--- src/bplc_defs.svh ---
// constants for the bridge power/link control bank
// assumes inclusion by bare name from package and module
`ifndef BPLC_DEFS_SVH
`define BPLC_DEFS_SVH
`define BPLC_GC_OFFSET 8'hD4
`define BPLC_OVRD_HI 22
`define BPLC_OVRD_LO 20
`define BPLC_PFOFF_BIT 19
`define BPLC_L0S_HI 18
`define BPLC_L0S_LO 16
`define BPLC_L1_HI 15
`define BPLC_L1_LO 13
`define BPLC_VC_BIT 12
`define BPLC_D3STOP_BIT 11
`define BPLC_BEACON_BIT 10
`define BPLC_OVRD_IGNORE 3'h0
`define BPLC_OVRD_PIN 3'h1
`define BPLC_OVRD_CLK 3'h2
`define BPLC_OVRD_CLK_PIN 3'h3
`define BPLC_OVRD_UR 3'h4
`define BPLC_LAT_RESET 3'h0
`define BPLC_NCLK 7
`endif

--- src/bplc_pkg.sv ---
// types for the bridge power/link control bank
// assumes bplc_defs.svh on the include path
`include "bplc_defs.svh"
package bplc_pkg;
  typedef struct packed {
    logic [2:0] slot_power_response_select;
    logic plain_read_prefetch_off;
    logic [2:0] standby_exit_latency;
    logic [2:0] sleep_exit_latency;
    logic d3_secondary_clock_stop;
    logic beacon_enable;
  } bplc_ctrl_t;
  typedef enum logic [1:0] {
    BPLC_RD_PLAIN,
    BPLC_RD_LINE,
    BPLC_RD_MULTIPLE,
    BPLC_RD_OTHER
  } bplc_rd_t;
endpackage

--- src/bplc_top.sv ---
// general control bits 22:10 of the bridge and their effects
// assumes config writes/reads come from the bridge's config space logic on CLOCK;
// STICKY_RST_N is the aux-power reset, RST_N covers fundamental/global/power-on reset
`timescale 1ns/10ps
`include "bplc_defs.svh"

// Functional notes
// - Override code 000 ignores a low slot power limit and is the reset value.
// - Code 001 with insufficient power asserts the power override pin.
// - Code 010 with insufficient power stops only the secondary clocks set in the mask.
// - Code 011 with insufficient power stops masked clocks and asserts the pin.
// - Code 100 with insufficient power answers unsupported request except config and slot limit messages.
// - With prefetch-off clear, plain, line and multiple reads are all prefetchable.
// - With prefetch-off set, only line and multiple reads prefetch, plain reads never.
// - The standby exit latency field appears as capability bits 8:6.
// - Standby latency codes double from under 64 ns up to over 4 us, reset 000.
// - The sleep exit latency field appears as capability bits 11:9.
// - Sleep latency codes double from under 1 us up to over 64 us, reset 000.
// - The virtual channel capability bit is read-only zero.
// - With d3 clock stop set, secondary clocks stop in D3, else they run.
// - Wake from L2 uses WAKE only when beacon enable is clear, beacon and WAKE when set.
// - Non-sticky fields reset on fundamental, global or power-on reset.
// - The d3 clock stop and beacon enable bits are sticky across aux power.
module bplc_top
  import bplc_pkg::*;
#(
  parameter int NCLK = `BPLC_NCLK
) (
  input wire logic CLOCK,
  input wire logic RST_N,
  input wire logic STICKY_RST_N,
  input wire logic CFG_WR,
  input wire logic CFG_RD,
  input wire logic [7:0] CFG_ADDR,
  input wire logic [3:0] CFG_BE,
  input wire logic [31:0] CFG_WDATA,
  output logic [31:0] CFG_RDATA,
  input wire logic POWER_SHORT,
  input wire logic [NCLK-1:0] CLOCK_MASK,
  input wire logic IN_D3,
  input wire logic WAKE_REQ,
  input wire logic REQ_VALID,
  input wire logic REQ_IS_CFG,
  input wire logic REQ_IS_SLOT_LIMIT,
  input wire logic [1:0] RD_KIND,
  output logic POWER_OVERRIDE_PIN,
  output logic [NCLK-1:0] SEC_CLK_EN,
  output logic REQ_UNSUPPORTED,
  output logic RD_PREFETCH,
  output logic [11:0] DEVCAP_LAT,
  output logic WAKE_OUT,
  output logic BEACON_OUT
);

  // ------------------------------------------------------------
  // register state
  // ------------------------------------------------------------
  bplc_ctrl_t ctrl;
  logic [2:0] resp_sel;
  logic pf_off;
  logic [2:0] standby_lat;
  logic [2:0] sleep_lat;
  logic d3_stop_on;
  logic beacon_on;
  logic short_s1;
  logic short_s2;

  wire hit = (CFG_ADDR == `BPLC_GC_OFFSET);
  wire wr_b2 = CFG_WR & hit & CFG_BE[2];
  wire wr_b1 = CFG_WR & hit & CFG_BE[1];

  // bank image has one driver; main and sticky bits live in separate flops
  assign ctrl = {resp_sel, pf_off, standby_lat, sleep_lat, d3_stop_on, beacon_on};

  always_ff @(posedge CLOCK or negedge RST_N) begin
    if (!RST_N) begin
      resp_sel <= `BPLC_OVRD_IGNORE;
      pf_off <= 1'b0;
      standby_lat <= `BPLC_LAT_RESET;
      sleep_lat <= `BPLC_LAT_RESET;
    end else begin
      if (wr_b2) begin
        resp_sel <= CFG_WDATA[`BPLC_OVRD_HI:`BPLC_OVRD_LO];
        pf_off <= CFG_WDATA[`BPLC_PFOFF_BIT];
        standby_lat <= CFG_WDATA[`BPLC_L0S_HI:`BPLC_L0S_LO];
      end
      if (wr_b1) begin
        sleep_lat <= CFG_WDATA[`BPLC_L1_HI:`BPLC_L1_LO];
      end
    end
  end

  // sticky bits survive the main reset
  always_ff @(posedge CLOCK or negedge STICKY_RST_N) begin
    if (!STICKY_RST_N) begin
      d3_stop_on <= 1'b0;
      beacon_on <= 1'b0;
    end else if (wr_b1) begin
      d3_stop_on <= CFG_WDATA[`BPLC_D3STOP_BIT];
      beacon_on <= CFG_WDATA[`BPLC_BEACON_BIT];
    end
  end

  // ------------------------------------------------------------
  // power shortfall sync
  // ------------------------------------------------------------
  always_ff @(posedge CLOCK or negedge RST_N) begin
    if (!RST_N) begin
      short_s1 <= 1'b0;
      short_s2 <= 1'b0;
    end else begin
      short_s1 <= POWER_SHORT;
      short_s2 <= short_s1;
    end
  end

  // ------------------------------------------------------------
  // decode of effects
  // ------------------------------------------------------------
  wire [2:0] sel = ctrl.slot_power_response_select;
  wire want_pin = (sel == `BPLC_OVRD_PIN) | (sel == `BPLC_OVRD_CLK_PIN);
  wire want_clk = (sel == `BPLC_OVRD_CLK) | (sel == `BPLC_OVRD_CLK_PIN);
  wire want_ur = (sel == `BPLC_OVRD_UR);
  wire [NCLK-1:0] mask_stop = (short_s2 & want_clk) ? CLOCK_MASK : '0;
  wire [NCLK-1:0] d3_stop = {NCLK{IN_D3 & ctrl.d3_secondary_clock_stop}};
  wire next_ur = REQ_VALID & short_s2 & want_ur & ~REQ_IS_CFG & ~REQ_IS_SLOT_LIMIT;
  wire next_pf = (RD_KIND == BPLC_RD_LINE) | (RD_KIND == BPLC_RD_MULTIPLE) |
                 ((RD_KIND == BPLC_RD_PLAIN) & ~ctrl.plain_read_prefetch_off);

  wire [31:0] next_rdata = hit ? {9'h000,
                                  ctrl.slot_power_response_select,
                                  ctrl.plain_read_prefetch_off,
                                  ctrl.standby_exit_latency,
                                  ctrl.sleep_exit_latency,
                                  1'b0,
                                  ctrl.d3_secondary_clock_stop,
                                  ctrl.beacon_enable,
                                  10'h000} : 32'h0000_0000;

  // ------------------------------------------------------------
  // registered outputs
  // ------------------------------------------------------------
  always_ff @(posedge CLOCK or negedge RST_N) begin
    if (!RST_N) begin
      CFG_RDATA <= 32'h0000_0000;
      POWER_OVERRIDE_PIN <= 1'b0;
      SEC_CLK_EN <= '1;
      REQ_UNSUPPORTED <= 1'b0;
      RD_PREFETCH <= 1'b0;
      DEVCAP_LAT <= 12'h000;
      WAKE_OUT <= 1'b0;
      BEACON_OUT <= 1'b0;
    end else begin
      if (CFG_RD) begin
        CFG_RDATA <= next_rdata;
      end
      POWER_OVERRIDE_PIN <= short_s2 & want_pin;
      SEC_CLK_EN <= ~(mask_stop | d3_stop);
      REQ_UNSUPPORTED <= next_ur;
      RD_PREFETCH <= next_pf;
      DEVCAP_LAT <= {ctrl.sleep_exit_latency, ctrl.standby_exit_latency, 6'h00};
      WAKE_OUT <= WAKE_REQ;
      BEACON_OUT <= WAKE_REQ & ctrl.beacon_enable;
    end
  end

endmodule

--- config.mk ---
export PLATFORM = sky130hd
export DESIGN_NAME = bplc_top
export DESIGN_NICKNAME = d
export VERILOG_FILES = /design/src/bplc_pkg.sv /design/src/bplc_top.sv
export VERILOG_INCLUDE_DIRS = /design/src /design/src/src
export SDC_FILE = /design/constraint.sdc
export NUM_CORES = 1
export LEC_CHECK = 0
export BUFFER_PORTS_ARGS = -buffer_cell sky130_fd_sc_hd__buf_2
export CAP_MARGIN = 10
export CORE_AREA = 2 2 67 69
export DETAILED_ROUTE_END_ITERATION = 12
export DIE_AREA = 0 0 69 71
export GPL_TIMING_DRIVEN = 0
export PLACE_DENSITY = 0.83
export SYNTH_ARGS = -nofsm -noshare
export SYNTH_HDL_FRONTEND = slang
export SYNTH_SLANG_ARGS = --single-unit
--- constraint.sdc ---
create_clock -name CLOCK -period 1.4 [get_ports CLOCK]
set_input_delay 0.35 -clock CLOCK [delete_from_list [all_inputs] [get_ports CLOCK]]
set_output_delay 0.35 -clock CLOCK [all_outputs]
set_load 0.1 [all_outputs]
# ---- Yosys cells after proc, flatten, opt, wreduce, memory -nomap -nowiden
# Index checks and enable logic that the tools add are counted.
dict set report totals {
  regBits 64
  inputBits 64
  out_inout_bits 56
  wordCells 47
}
dict set report classes {
  n_eq_ne 7
  mux 2
  bitwise_logic 21
  n_reduce_logical 1
}
# cell n
set ops {}
lappend ops {{$mux W23} 1}
lappend ops {{$and A1 B1 Y1} 12}
lappend ops {{$eq A8 B8 Y1 const B} 1}
lappend ops {{$mux W7} 1}
lappend ops {{$not A7 Y7} 1}
lappend ops {{$or A7 B7 Y7} 1}
lappend ops {{$eq A3 B2 Y1 const B} 2}
lappend ops {{$or A1 B1 Y1} 4}
lappend ops {{$eq A3 B1 Y1 const B} 1}
lappend ops {{$eq A3 B3 Y1 const B} 1}
lappend ops {{$not A1 Y1} 3}
lappend ops {{$eq A2 B1 Y1 const B} 1}
lappend ops {{$eq A2 B2 Y1 const B} 1}
lappend ops {{$logic_not A2 Y1} 1}

# ---- Logic depth before layout (Yosys ltp)
# Gate-level depths: netlist of the first run.
dict set report logic_depth {
  ltp_word 6
  ltp_mapped 4
  mapped_depth_nobuf 3
}

# ---- Worst setup path after synthesis of the first run
# No wires, ideal clock.
dict set report synth_path {
  path_type {input to register}
  startpoint {input CFG_ADDR[1]}
  endpoint {register pf_off}
  setup_ns 0.125
  arrival_time_ns 1.581
  required_time_ns 1.275
  slack_ns -0.306
  cell_stages 3
  n_path_buf 0
  cell_sequence {or4b_4 nor3_4 mux2_2}
}
dict set report synth_via {
  elab_chain_cells 3
}
# element line_no
set synth_lines {}
lappend synth_lines {{start: declaration} bplc_top.sv:34} ;# input wire logic [7:0] CFG_ADDR,
lappend synth_lines {{$eq A8 B8 Y1 (no line)} --}
lappend synth_lines {{$and A1 B1 Y1 (2 in a row)} bplc_top.sv:69} ;# wire wr_b2 = CFG_WR & hit & CFG_BE[2];
lappend synth_lines {{end signal: assignment} bplc_top.sv:84} ;# pf_off <= CFG_WDATA[`BPLC_PFOFF_BIT];
lappend synth_lines {{end: declaration} bplc_top.sv:60} ;# logic pf_off;
# Every way passes these cells.
# A chain may end at the register's enable or synchronous reset.

# ---- Final worst setup path of the first run
dict set report layout_path {
  startpoint {input CFG_ADDR[5]}
  endpoint {register resp_sel[0]}
}
dict set report layout_via {
  elab_chain_cells 3
}
# element line_no
set layout_lines {}
lappend layout_lines {{$eq A8 B8 Y1 (no line)} --}
lappend layout_lines {{$and A1 B1 Y1 (2 in a row)} bplc_top.sv:69}
lappend layout_lines {{end signal: assignment} bplc_top.sv:77} ;# resp_sel <= `BPLC_OVRD_IGNORE;
lappend layout_lines {{end signal: assignment} bplc_top.sv:83} ;# resp_sel <= CFG_WDATA[`BPLC_OVRD_HI:`BPLC_OVRD_LO];
lappend layout_lines {{end: declaration} bplc_top.sv:59} ;# logic [2:0] resp_sel;
# Every way passes these cells.

==> run summary, run 1 <==
Period utilization: 1.043. Among cell families on the critical path, the largest total delay comes from simple AND/OR/NAND/NOR gates. The die is 71 um tall. The tools report the number of placed instances with taps included as 298. Clock tree root buffer cell: sky130_fd_sc_hd__clkbuf_8. For the initial antenna violation count, the log shows 0. Counting buffers and inverters, the worst setup path is 5 cells deep. The count of cells in the finished layout, fillers not included, comes to 309. The leakage component of the power is 1.403 nW.

The checks that failed: negative setup slack. After detailed routing, the total wire length is 3762 um. For the worst-skew pair, the clock arrives at the later sink with an insertion delay of 0.28 ns. Setup violations remaining at the end of the flow were counted as 12. The depth of the worst register-to-register path works out to 3.

Together, buffers and inverters on the worst path number 2. In this run, distinct cell masters in the synthesized netlist total 22. In this run the remaining antenna-violating nets after routing total 0. The run gives 1.57 ns as the critical path required time. The detailed-routing iteration count for the pre-antenna-repair pass was 4. The worst hold path depth came out at 1. The largest vdd supply drop was 0.0004797 V; the power density over the cells was 1020 nW/um^2. The setup slack of the critical path after layout is -0.06042 ns, and the maximum clock insertion buffer count is 2. The run finished, with violations left. The total global routing track utilization was 0.1485. For the final database, setup skew stands at 0.001967 ns. The layout-stage area growth over the synthesis result works out to 47.35%.

Summing all flip-flop and latch instances after layout gives 1110 sq um. The repair_antennas step left the layout with diodes totalling 0. The clock edge transition at the registers on the reported setup and hold paths was 0.08 ns. After synthesis, the mean cell area works out to 12.14 sq um. The layout filler cell count came out at 349.

The die is 69 um wide. The endpoint type of the worst setup path was a flop. The via count of the first global-routing pass is 1286. Among all stages on the critical path, the largest delay is contributed by sky130_fd_sc_hd__or4b_4.

The run gives 0 as the count of endpoints failing hold in the final timing report. Routability-driven placement finished with a final weighted congestion of 0.6928. For the cell area after synthesis, the log shows 1820 sq um. In the final layout, the multi-input gates occupy 615.6 sq um.

The routed wirelength normalized by instance count was 12.17 um; the maximum number of pins on one net before global-route repair was 43. In this run the worst path has a maximum fanout of 4. The cell that appears most often on the critical path is sky130_fd_sc_hd__buf_6.

Hold timing on the final database bottoms out at a slack of 0.1681 ns. Data on the critical path arrives at its endpoint at 1.63 ns. The number of clock sinks came out at 44. The die covers 4899 sq um. In the routed layout, each cell is associated on average with a via count of 4.272. The global-route congestion overflow total is 0.

The layout net count is 321. Setup repair after global routing could not meet its margin everywhere. The critical path goes through buf_6 > or4b_4 > nor3_4 > buf_6 > mux2_4. In this run, CTS created clock tree buffers numbering 5.

The shortest period the worst path allows was 1.460 ns; the maximum clock rate was 684.7 MHz. The detailed router placed 1320 vias in this run. Start-to-end type of the worst setup path: primary input to flop. For the max-slew violation total from the final report, the log shows 0. Worst slew margin relative to its limit: 0.3843.

The first global-routing pass estimated 5858 um of wire. The count of buffers added on input and output ports is 71. The run gives 0 as the DRC violations left. The proportion of synthesized chip area in sequential cells was 0.6096; the placeable core area was 4204 sq um.

The tightest min-delay check is of the primary input to flop type. After floorplanning, the core was divided into 24 placement rows. Once detailed placement completed, the half-perimeter wirelength came to 2768 um.

The tool flagged a number of max-cap violations equal to 0. In this run the number of H-tree levels came out at 2. 120 I/O pins were placed. The stage delay of the slowest cell on the critical path was 0.57 ns. TritonCTS built the clock tree.

The detailed router finished its first iteration with 75 violations. For the pin with the worst max-slew slack, the measured transition is 0.9236 ns. The worst setup path is launched from a primary input. The fraction of final layout cells sized beyond drive strength 1 is 0.5292. Synthesis produced 150 cells. After synthesis the netlist holds a flip-flop and latch count of 44. The initial core utilization was 0.4330.

For this run, the number of Yosys warnings is 0.
cell type report:
class | count | share of cell area
sequential | 44 | 0.4137
multi-input combinational | 85 | 0.2295
timing repair buffer | 75 | 0.1996
buffer | 30 | 0.07836
clock buffer | 8 | 0.03358
tap | 52 | 0.02425
inverter | 15 | 0.02099
layer usage:
layer  track usage  share of wire
met1        0.1693           0.36
met2        0.2788           0.56
met3       0.03561          0.067
met4       0.03922         0.0037
met5             0              0
final timing paths:
check / from / slack (ns) / to
max: CFG_ADDR[5] / -0.06 / resp_sel[0]
min: POWER_SHORT / 0.17 / short_s1
max reg2reg: resp_sel[2] / 0.31 / SEC_CLK_EN[2]
min reg2reg: short_s1 / 0.35 / short_s2
max in group asynchronous: RST_N / 0.63 / CFG_RDATA[17]
min in group asynchronous: RST_N / 0.21 / POWER_OVERRIDE_PIN
cells by family (layout without fill, tap and decap cells):
kind of cell,Yosys count,count (layout),synth area share
flip-flops,44,44,0.6096
AO/OA/AOI/OAI,20,20,0.06460
buffers and inverters,46,128,0.1539
AND/OR/NAND/NOR,26,26,0.08866
multiplexers,12,12,0.07423
adder cells (fa/ha/maj),1,1,0.006872
other,1,26,0.002060
registers in the layout (all words and copies together), names as in the netlist:
register,flops
WAKE_OUT,1
resp_sel,3
SEC_CLK_EN,7
standby_lat,3
short_s1,1
CFG_RDATA,12
REQ_UNSUPPORTED,1
DEVCAP_LAT,6
BEACON_OUT,1
beacon_on,1
RD_PREFETCH,1
sleep_lat,3
d3_stop_on,1
short_s2,1
pf_off,1
POWER_OVERRIDE_PIN,1
what timing repair did:
| action | 4_1_cts | 5_1_grt |
|---|---|---|
| endpoints found under the setup margin | 41 | 36 |
| hold endpoints to repair | 2 | 0 |
| resized for setup | 38 | 23 |
| hold buffers | 1 | 0 |
| pin swaps | 3 | 2 |
| buffers inserted | 3 | 0 |
cell usage in the layout (no fill, tap or decap), drive strengths merged, types with 2 or more instances in the layout:
cell type / count
nand2: 14
dfrtp: 37
and2: 2
a21oi: 7
nor3: 2
inv: 15
mux2: 12
and3b: 2
buf: 92
dfstp: 7
clkbuf: 20
o22ai: 12
conb: 26
report_power, final:
group          internal (mW)  leakage, nW  switching, mW
Clock                  0.402       0.0455          0.379
Combinational          0.142        0.778          0.497
Sequential              1.30        0.579         0.0150
synth_stat cells:
cell type / count / area, sq um
sky130_fd_sc_hd__a21oi_1: 7 / 35.03
sky130_fd_sc_hd__o22ai_1: 12 / 75.07
sky130_fd_sc_hd__nand4b_1: 1 / 8.760
sky130_fd_sc_hd__clkbuf_8: 1 / 13.76
sky130_fd_sc_hd__clkbuf_1: 4 / 15.01
sky130_fd_sc_hd__and2_1: 2 / 12.51
sky130_fd_sc_hd__dfrtp_1: 37 / 925.9
sky130_fd_sc_hd__buf_4: 26 / 195.2
sky130_fd_sc_hd__nand3_1: 1 / 5.000
sky130_fd_sc_hd__dfstp_2: 7 / 183.9
sky130_fd_sc_hd__nor2_1: 1 / 3.750
sky130_fd_sc_hd__a21o_1: 1 / 7.510
sky130_fd_sc_hd__or4b_4: 1 / 13.76
sky130_fd_sc_hd__inv_1: 15 / 56.30
sky130_fd_sc_hd__nor3_4: 2 / 32.53
sky130_fd_sc_hd__conb_1: 1 / 3.750
sky130_fd_sc_hd__and3b_1: 2 / 17.52
sky130_fd_sc_hd__ha_1: 1 / 12.51
sky130_fd_sc_hd__nand2_1: 14 / 52.55
sky130_fd_sc_hd__or2_2: 1 / 6.260
sky130_fd_sc_hd__mux2_2: 12 / 135.1
sky130_fd_sc_hd__nor4b_1: 1 / 8.760
metrics by stage:
stage          setup slack (ns)    util  power, mW  area, sq um  TNS, ns
2_1_floorplan           -0.2558       -      1.841         1926   -4.734
3_3_place_gp            -0.4859  0.5580      1.943         2346   -9.286
3_5_place_dp            -0.5346  0.5580      1.950         2346   -9.980
4_1_cts                 -0.1115  0.6190      2.746         2603   -1.726
5_1_grt                -0.08193  0.6381      2.834         2683  -0.8083
6_report               -0.06042  0.6381      2.735         2683  -0.5739
Note: power is estimated with default switching activity, not from simulation.
==> inputs of run 2 (changes only) <==
--- a/config.mk
+++ b/config.mk
@@ -8,11 +8,13 @@
 export LEC_CHECK = 0
 export BUFFER_PORTS_ARGS = -buffer_cell sky130_fd_sc_hd__buf_2
 export CAP_MARGIN = 10
-export CORE_AREA = 2 2 67 69
+export CELL_PAD_IN_SITES_DETAIL_PLACEMENT = 0
+export CELL_PAD_IN_SITES_GLOBAL_PLACEMENT = 1
+export CORE_AREA = 2 2 79 81
 export DETAILED_ROUTE_END_ITERATION = 12
-export DIE_AREA = 0 0 69 71
+export DIE_AREA = 0 0 81 83
 export GPL_TIMING_DRIVEN = 0
-export PLACE_DENSITY = 0.83
+export PLACE_DENSITY_LB_ADDON = 0.1
 export SYNTH_ARGS = -nofsm -noshare
 export SYNTH_HDL_FRONTEND = slang
 export SYNTH_SLANG_ARGS = --single-unit
==> run summary, run 2 (same netlist as run 1, synthesis figures left out) <==
The flow ran to the end, but the final reports show violations. Violations in the final reports: negative setup slack (unchanged). The maximum level of the CTS H-tree was 2 (unchanged). The global-route congestion overflow total came out at 0 (unchanged). Depth of the worst register-to-register path: 3 (unchanged).

The terminus of the critical flop-to-flop path was SEC_CLK_EN[1] (was SEC_CLK_EN[2]). Cell Chain, Critical Path: buf_6 > or4b_4 > nor3_4 > buf_12 > mux2_4 (was buf_6 > or4b_4 > nor3_4 > buf_6 > mux2_4). The clock edge transition at the registers on the reported setup and hold paths was 0.08 ns (about the same). The critical path required time was 1.58 ns (was 1.57 ns); the last weighted congestion value of the routability-driven placer was 0.6504 (was 0.6928). The wire length of the first global-routing pass came out at 6341 um (was 5858 um). The maximum fanout count along the critical path is 7 (was 4), and the setup slack of the critical path after layout is -0.06347 ns (was -0.06042 ns). The tools report the final-layout worst hold slack as 0.1659 ns (was 0.1681 ns).

The start-to-end type of the worst setup path was primary input to flop (unchanged). The via count of the routed design was 1324 (was 1320); the initial antenna violation count was 0 (unchanged). The logs give 0 (unchanged) for the max-cap violation count and 0 (unchanged) for the DRC violations left.

The worst slew margin relative to its limit was 0.3764 (was 0.3843). The worst-case register-to-register setup slack came out at 0.32 ns (was 0.31 ns). The design area was 2734 sq um (was 2683 sq um); the maximum clock rate was 683.3 MHz (was 684.7 MHz). For the layout filler cell count, the log shows 573 (was 349). The fraction of final layout cells sized beyond drive strength 1 is 0.5271 (was 0.5292).

The leakage component of the power was 1.419 nW (was 1.403 nW). TritonCTS built the clock tree. Final core utilization: 0.4701 (was 0.6381).

The tools report the endpoint type of the worst setup path as a flop (unchanged). The shortest period the worst path allows is 1.463 ns (was 1.460 ns). The transition time at the pin with the least slew margin was 0.9354 ns (was 0.9236 ns).

Via count of the first global-routing pass: 1359 (was 1286). The average via count per standard cell works out to 3.976 (was 4.272). The tools report the instance area after placement as 2375 sq um (was 2346 sq um). For the overall power, the log shows 2.711 mW (was 2.735 mW). The tools report the largest vdd supply drop as 0.0003944 V (was 0.0004797 V). The initial core utilization is 0.3130 (was 0.4330), and the iteration-0 DRC count of the detailed router is 42 (was 75). The critical-path cell with the highest stage delay is sky130_fd_sc_hd__or4b_4 (unchanged). The count of standard-cell rows is 28 (was 24). The type of the worst min-delay path is primary input to flop (unchanged).

The flip-flop count of the largest register after layout came out at 12 (unchanged). The tools report the detailed-routing iteration count for the pre-antenna-repair pass as 3 (was 4). Worst setup path endpoint: standby_lat[1] (was resp_sel[0]). The maximum clock insertion buffer count was 2 (unchanged); the layout-stage area growth over the synthesis result was 50.17% (was 47.35%). For the worst endpoint data arrival time, the log shows 1.64 ns (was 1.63 ns).

The clock tree root buffer cell is sky130_fd_sc_hd__clkbuf_8 (unchanged). The stage delay of the slowest cell on the critical path works out to 0.57 ns (about the same). For the die footprint, the log shows 6723 sq um (was 4899 sq um). Register with the highest flop count: CFG_RDATA (unchanged).

The die width is 81 um (was 69 um), and the maximum number of pins on one net before global-route repair is 43 (unchanged). The I/O pin total is 120 (unchanged), and the power density over the cells is 991.6 nW/um^2 (was 1020 nW/um^2). The category of the worst setup path launch point is a primary input (unchanged). The clock latency at the later pin of the worst-skew pair is 0.29 ns (was 0.28 ns), and the number of clock sinks is 44 (unchanged). Setup repair after global routing could not meet its margin everywhere.

The layout net count is 322 (was 321). Commonest cells after routing, fill and taps aside: 41 x sky130_fd_sc_hd__buf_4, 41 x sky130_fd_sc_hd__buf_2, 37 x sky130_fd_sc_hd__dfrtp_1, 26 x sky130_fd_sc_hd__conb_1, 15 x sky130_fd_sc_hd__inv_1 (was 43 x sky130_fd_sc_hd__buf_2, 38 x sky130_fd_sc_hd__buf_4, 37 x sky130_fd_sc_hd__dfrtp_1, 26 x sky130_fd_sc_hd__conb_1, 15 x sky130_fd_sc_hd__inv_1). The launch point of the worst reg-to-reg path is resp_sel[2] (unchanged). Largest registers: CFG_RDATA (12), SEC_CLK_EN (7), DEVCAP_LAT (6) (unchanged). The routed wirelength normalized by instance count was 11.92 um (was 12.17 um); the total global routing track utilization was 0.1226 (was 0.1485).

The count of nets left with antenna violations after detail routing is 0 (unchanged), and the count of endpoints failing hold in the final timing report is 0 (unchanged). The period utilization was 1.045 (was 1.043). The final HPWL from detailed placement is 2798 um (was 2768 um), and the max-slew violation total from the final report is 0 (unchanged). The origin of the worst setup path is CFG_ADDR[5] (unchanged).

The height of the chip was 83 um (was 71 um); the post-route setup TNS was -0.6756 ns (was -0.5739 ns). The tools report the number of buffers added by the clock tree synthesis step as 5 (unchanged). The placeable core area is 5816 sq um (was 4204 sq um).

The routed wire length is 3971 um (was 3762 um). The count of endpoints failing setup in the final report came out at 12 (unchanged). The antenna diode instance count is 0 (unchanged).

Worst clock skew: 0.001319 ns (was 0.001967 ns). The count of buffers from port buffering came out at 71 (unchanged).
-- run 2: metal layers --
metal  up-vias  GRT usage  share of wire
met2        68     0.2066           0.50
met5         -          0              0
met3         6    0.03370          0.082
met1       601     0.1445           0.40
met4         0    0.05085          0.017
li1        649          -              -
-- run 2: power breakdown --
group | total [mW] | leakage, nW | switching, mW | internal [mW]
combinational | 0.643 | 0.797 | 0.496 | 0.146
clock | 0.753 | 0.0422 | 0.402 | 0.350
sequential | 1.32 | 0.579 | 0.0152 | 1.30
total | 2.71 | 1.42 | 0.914 | 1.80
-- run 2: how the worst min path moves through the flow --
stage / slack (ns) / start / depth (start not counted) / endpoint
final: 0.17 / POWER_SHORT / 1 / short_s1
after CTS: 0.15 / POWER_SHORT / 1 / short_s1
after global routing: 0.15 / POWER_SHORT / 1 / short_s1
after detailed placement: 0.14 / STICKY_RST_N / 1 / beacon_on
after floorplan: 0.05 / RST_N / 0 / BEACON_OUT
after global placement: 0.14 / STICKY_RST_N / 1 / beacon_on
-- run 2: repair_timing --
action / 4_1_cts / 5_1_grt
endpoints found under the hold margin: 2 / 0
hold buffers: 1 / 0
endpoints found under the setup margin: 42 / 38
pin swaps: 3 / 2
resized for setup: 39 / 28
buffers inserted: 4 / 0
-- run 2: worst max-delay path: cells and delay by family --
kind	cells	cell delay (ns)
simple gates	2	0.74
buf+inv	2	0.25
mux	1	0.30
-- run 2: through the flow --
stage	instances	setup slack, ns
3_3_place_gp	321	-0.5372
6_report	333	-0.06347
2_1_floorplan	175	-0.2558
4_1_cts	334	-0.1081
3_5_place_dp	321	-0.5324
5_1_grt	333	-0.1054
-- run 2: layout make-up --
cell class	count	area, sq um	area share
inverters	15	56.30	0.02059
flip-flops and latches	44	1110	0.4059
well taps	75	93.84	0.03432
clock buffers	7	76.32	0.02792
clock inverters	1	5.005	0.001831
multi-input cells	85	609.3	0.2229
plain buffers	30	210.2	0.07689
repair buffers	76	573.1	0.2096
==> inputs of run 3 (changes only) <==
--- a/config.mk
+++ b/config.mk
@@ -6,13 +6,13 @@
 export SDC_FILE = /design/constraint.sdc
 export NUM_CORES = 1
 export LEC_CHECK = 0
-export BUFFER_PORTS_ARGS = -buffer_cell sky130_fd_sc_hd__buf_2
 export CAP_MARGIN = 10
 export CELL_PAD_IN_SITES_DETAIL_PLACEMENT = 0
 export CELL_PAD_IN_SITES_GLOBAL_PLACEMENT = 1
-export CORE_AREA = 2 2 79 81
+export CORE_AREA = 2 2 65 67
 export DETAILED_ROUTE_END_ITERATION = 12
-export DIE_AREA = 0 0 81 83
+export DIE_AREA = 0 0 67 69
+export DONT_BUFFER_PORTS = 1
 export GPL_TIMING_DRIVEN = 0
 export PLACE_DENSITY_LB_ADDON = 0.1
 export SYNTH_ARGS = -nofsm -noshare
==> run summary, run 3 (same netlist as run 1, synthesis figures left out) <==
The count of buffers from port buffering works out to 0 (was 71). Type of the worst min-delay path: primary input to flop (unchanged). The maximum fanout count along the critical path is 1 (was 7), and the number of clock sinks is 44 (unchanged). The number of placed instances with taps included is 225 (was 321), and the maximum clock rate is 698.4 MHz (was 683.3 MHz). The run gives 0 (unchanged) as the max-slew violation total from the final report.

The tools report the terminus of the critical flop-to-flop path as SEC_CLK_EN[6] (was SEC_CLK_EN[1]). The transition time at the pin with the least slew margin came out at 0.5034 ns (was 0.9354 ns). The fraction of final layout cells sized beyond drive strength 1 came out at 0.4521 (was 0.5271). The tools report the iteration-0 DRC count of the detailed router as 70 (was 42). The count of standard-cell rows came out at 23 (was 28). The placeable core area came out at 3914 sq um (was 5816 sq um). Setup repair after global routing could not meet its margin everywhere. The shortest period the worst path allows works out to 1.432 ns (was 1.463 ns).

Global-route congestion overflow total: 0 (unchanged). The logs give 2.820 mW (was 2.711 mW) for the overall power and 0.5812 (was 0.4701) for the final core utilization. The tools report the clock tree root buffer cell as sky130_fd_sc_hd__clkbuf_8 (unchanged). The I/O pin total was 120 (unchanged). The height of the chip is 69 um (was 83 um). The depth of the worst register-to-register path was 3 (unchanged); the setup slack of the critical path after layout was -0.03184 ns (was -0.06347 ns). Commonest cells after routing, fill and taps aside: 26 x sky130_fd_sc_hd__buf_4, 26 x sky130_fd_sc_hd__conb_1, 23 x sky130_fd_sc_hd__dfrtp_2, 15 x sky130_fd_sc_hd__inv_1 (was 41 x sky130_fd_sc_hd__buf_4, 41 x sky130_fd_sc_hd__buf_2, 37 x sky130_fd_sc_hd__dfrtp_1, 26 x sky130_fd_sc_hd__conb_1, 15 x sky130_fd_sc_hd__inv_1).

The total global routing track utilization was 0.1492 (was 0.1226). The worst clock skew was 0.001579 ns (was 0.001319 ns). The tools report the terminating pin of the worst hold path as WAKE_OUT (was short_s1). The via count of the routed design was 1097 (was 1324); the period utilization was 1.023 (was 1.045). The run gives 0.07840 ns (was 0.1659 ns) as the final-layout worst hold slack. TritonCTS built the clock tree. The run gives 2429 um (was 2798 um) as the final HPWL from detailed placement. The number of buffers added by the clock tree synthesis step is 5 (unchanged), and the layout filler cell count is 330 (was 573).

The average via count per standard cell is 4.609 (was 3.976). The start-to-end type of the worst setup path is flop to primary output (was primary input to flop). For the worst-case register-to-register setup slack, the log shows 0.34 ns (was 0.32 ns). The die footprint was 4623 sq um (was 6723 sq um); the flip-flop count of the largest register after layout was 12 (unchanged). The via count of the first global-routing pass was 1076 (was 1359).

The initial core utilization came out at 0.4652 (was 0.3130). Largest registers: CFG_RDATA (12), SEC_CLK_EN (7), DEVCAP_LAT (6) (unchanged). The count of endpoints failing setup in the final report came out at 7 (was 12). The run gives 0 (unchanged) as the count of nets left with antenna violations after detail routing. The layout-stage area growth over the synthesis result was 24.95% (was 50.17%); the critical path required time was 1.05 ns (was 1.58 ns).

The antenna diode instance count is 0 (unchanged), and the routed wire length is 3335 um (was 3971 um). The detailed-routing iteration count for the pre-antenna-repair pass was 4 (was 3); the max-cap violation count was 0 (unchanged). The layout net count came out at 252 (was 322). The flow ran to the end, but the final reports show violations. The maximum number of pins on one net before global-route repair is 43 (unchanged). The worst slew margin relative to its limit was 0.6644 (was 0.3764); the die width was 67 um (was 81 um). Category of the worst setup path launch point: a flop (was a primary input).

The tools report the leakage component of the power as 1.043 nW (was 1.419 nW). The maximum level of the CTS H-tree was 2 (unchanged). The tools report the hold path startpoint as WAKE_REQ (was POWER_SHORT). The wire length of the first global-routing pass came out at 5264 um (was 6341 um).

The clock edge transition at the registers on the reported setup and hold paths was 0.08 ns (about the same); the clock latency at the later pin of the worst-skew pair was 0.29 ns (about the same). The routed wirelength normalized by instance count works out to 14.01 um (was 11.92 um). Violations in the final reports: negative setup slack (unchanged).

The tools report the largest vdd supply drop as 0.0005776 V (was 0.0003944 V). The worst hold path depth was 0 (was 1); the worst endpoint data arrival time was 1.08 ns (was 1.64 ns). The power density over the cells was 1240 nW/um^2 (was 991.6 nW/um^2).

The tools report the endpoint type of the worst setup path as a primary output (was a flop). The launch point of the worst reg-to-reg path is resp_sel[2] (unchanged). The last weighted congestion value of the routability-driven placer came out at 0.6491 (was 0.6504).

The run gives 0 (unchanged) as the DRC violations left. The maximum clock insertion buffer count is 2 (unchanged). For the initial antenna violation count, the log shows 0 (unchanged). The run gives 0 (unchanged) as the count of endpoints failing hold in the final timing report. The tools report the final standard cell count with taps included and fillers excluded as 238 (was 333).

The register with the highest flop count is CFG_RDATA (unchanged).
==> run 3: cell count changes in the layout (fill, tap and decap cells not counted), sizes merged <==
| cell | before | now |
|---|---|---|
| buf | 92 | 29 |
| bufinv | 0 | 1 |
| clkbuf | 20 | 10 |
| dlygate4sd3 | 1 | 2 |
| clkinvlp | 0 | 1 |
==> run 3: worst max path at each step <==
stage / from / endpoint / slack (ns) / depth (start not counted)
floorplan: CFG_ADDR[1] / pf_off / -0.26 / 3
global placement: CFG_ADDR[1] / standby_lat[2] / -0.37 / 3
detailed placement: CFG_ADDR[1] / standby_lat[2] / -0.39 / 3
CTS: SEC_CLK_EN[6] / SEC_CLK_EN[6] / -0.04 / 0
global route: SEC_CLK_EN[6] / SEC_CLK_EN[6] / -0.06 / 0
finish: SEC_CLK_EN[1] / SEC_CLK_EN[1] / -0.03 / 0
==> run 3: through the flow <==
stage / TNS [ns] / worst slack [ns] / area, sq um
2_1_floorplan: -4.734 / -0.2558 / 1926
3_3_place_gp: -6.514 / -0.3654 / 1988
3_5_place_dp: -7.074 / -0.3912 / 1988
4_1_cts: -0.2668 / -0.04279 / 2268
5_1_grt: -0.3778 / -0.06093 / 2275
6_report: -0.2025 / -0.03184 / 2275
==> run 3: repair_timing <==
| item | CTS | global route |
|---|---|---|
| hold buffers | 3 | 0 |
| resized for setup | 39 | 1 |
| buffers inserted | 2 | 0 |
| pin swaps | 2 | 2 |
| hold endpoints to repair | 44 | 0 |
| setup endpoints to repair | 39 | 17 |
==> run 3: final cells by class <==
class / count / area, sq um / area share
repair buffers: 5 / 80.08 / 0.03520
well taps: 50 / 62.56 / 0.02750
plain buffers: 31 / 224.0 / 0.09846
multi-input cells: 85 / 575.6 / 0.2530
clock buffers: 5 / 68.82 / 0.03025
clock inverters: 3 / 42.54 / 0.01870
flip-flops and latches: 44 / 1165 / 0.5121
inverters: 15 / 56.30 / 0.02475
==> run 3: routing by layer <==
layer	up-vias	global-route usage	wire (um)
met5	-	0	0
met2	71	0.2508	1726
met3	2	0.04241	336
li1	509	-	-
met4	0	0.05442	27
met1	515	0.1780	1245
==> run 3: report_power, final <==
part           switching [mW]  internal [mW]  total, mW
Clock                   0.418          0.528      0.946
Combinational           0.362         0.0852      0.447
Sequential              0.123           1.30       1.43
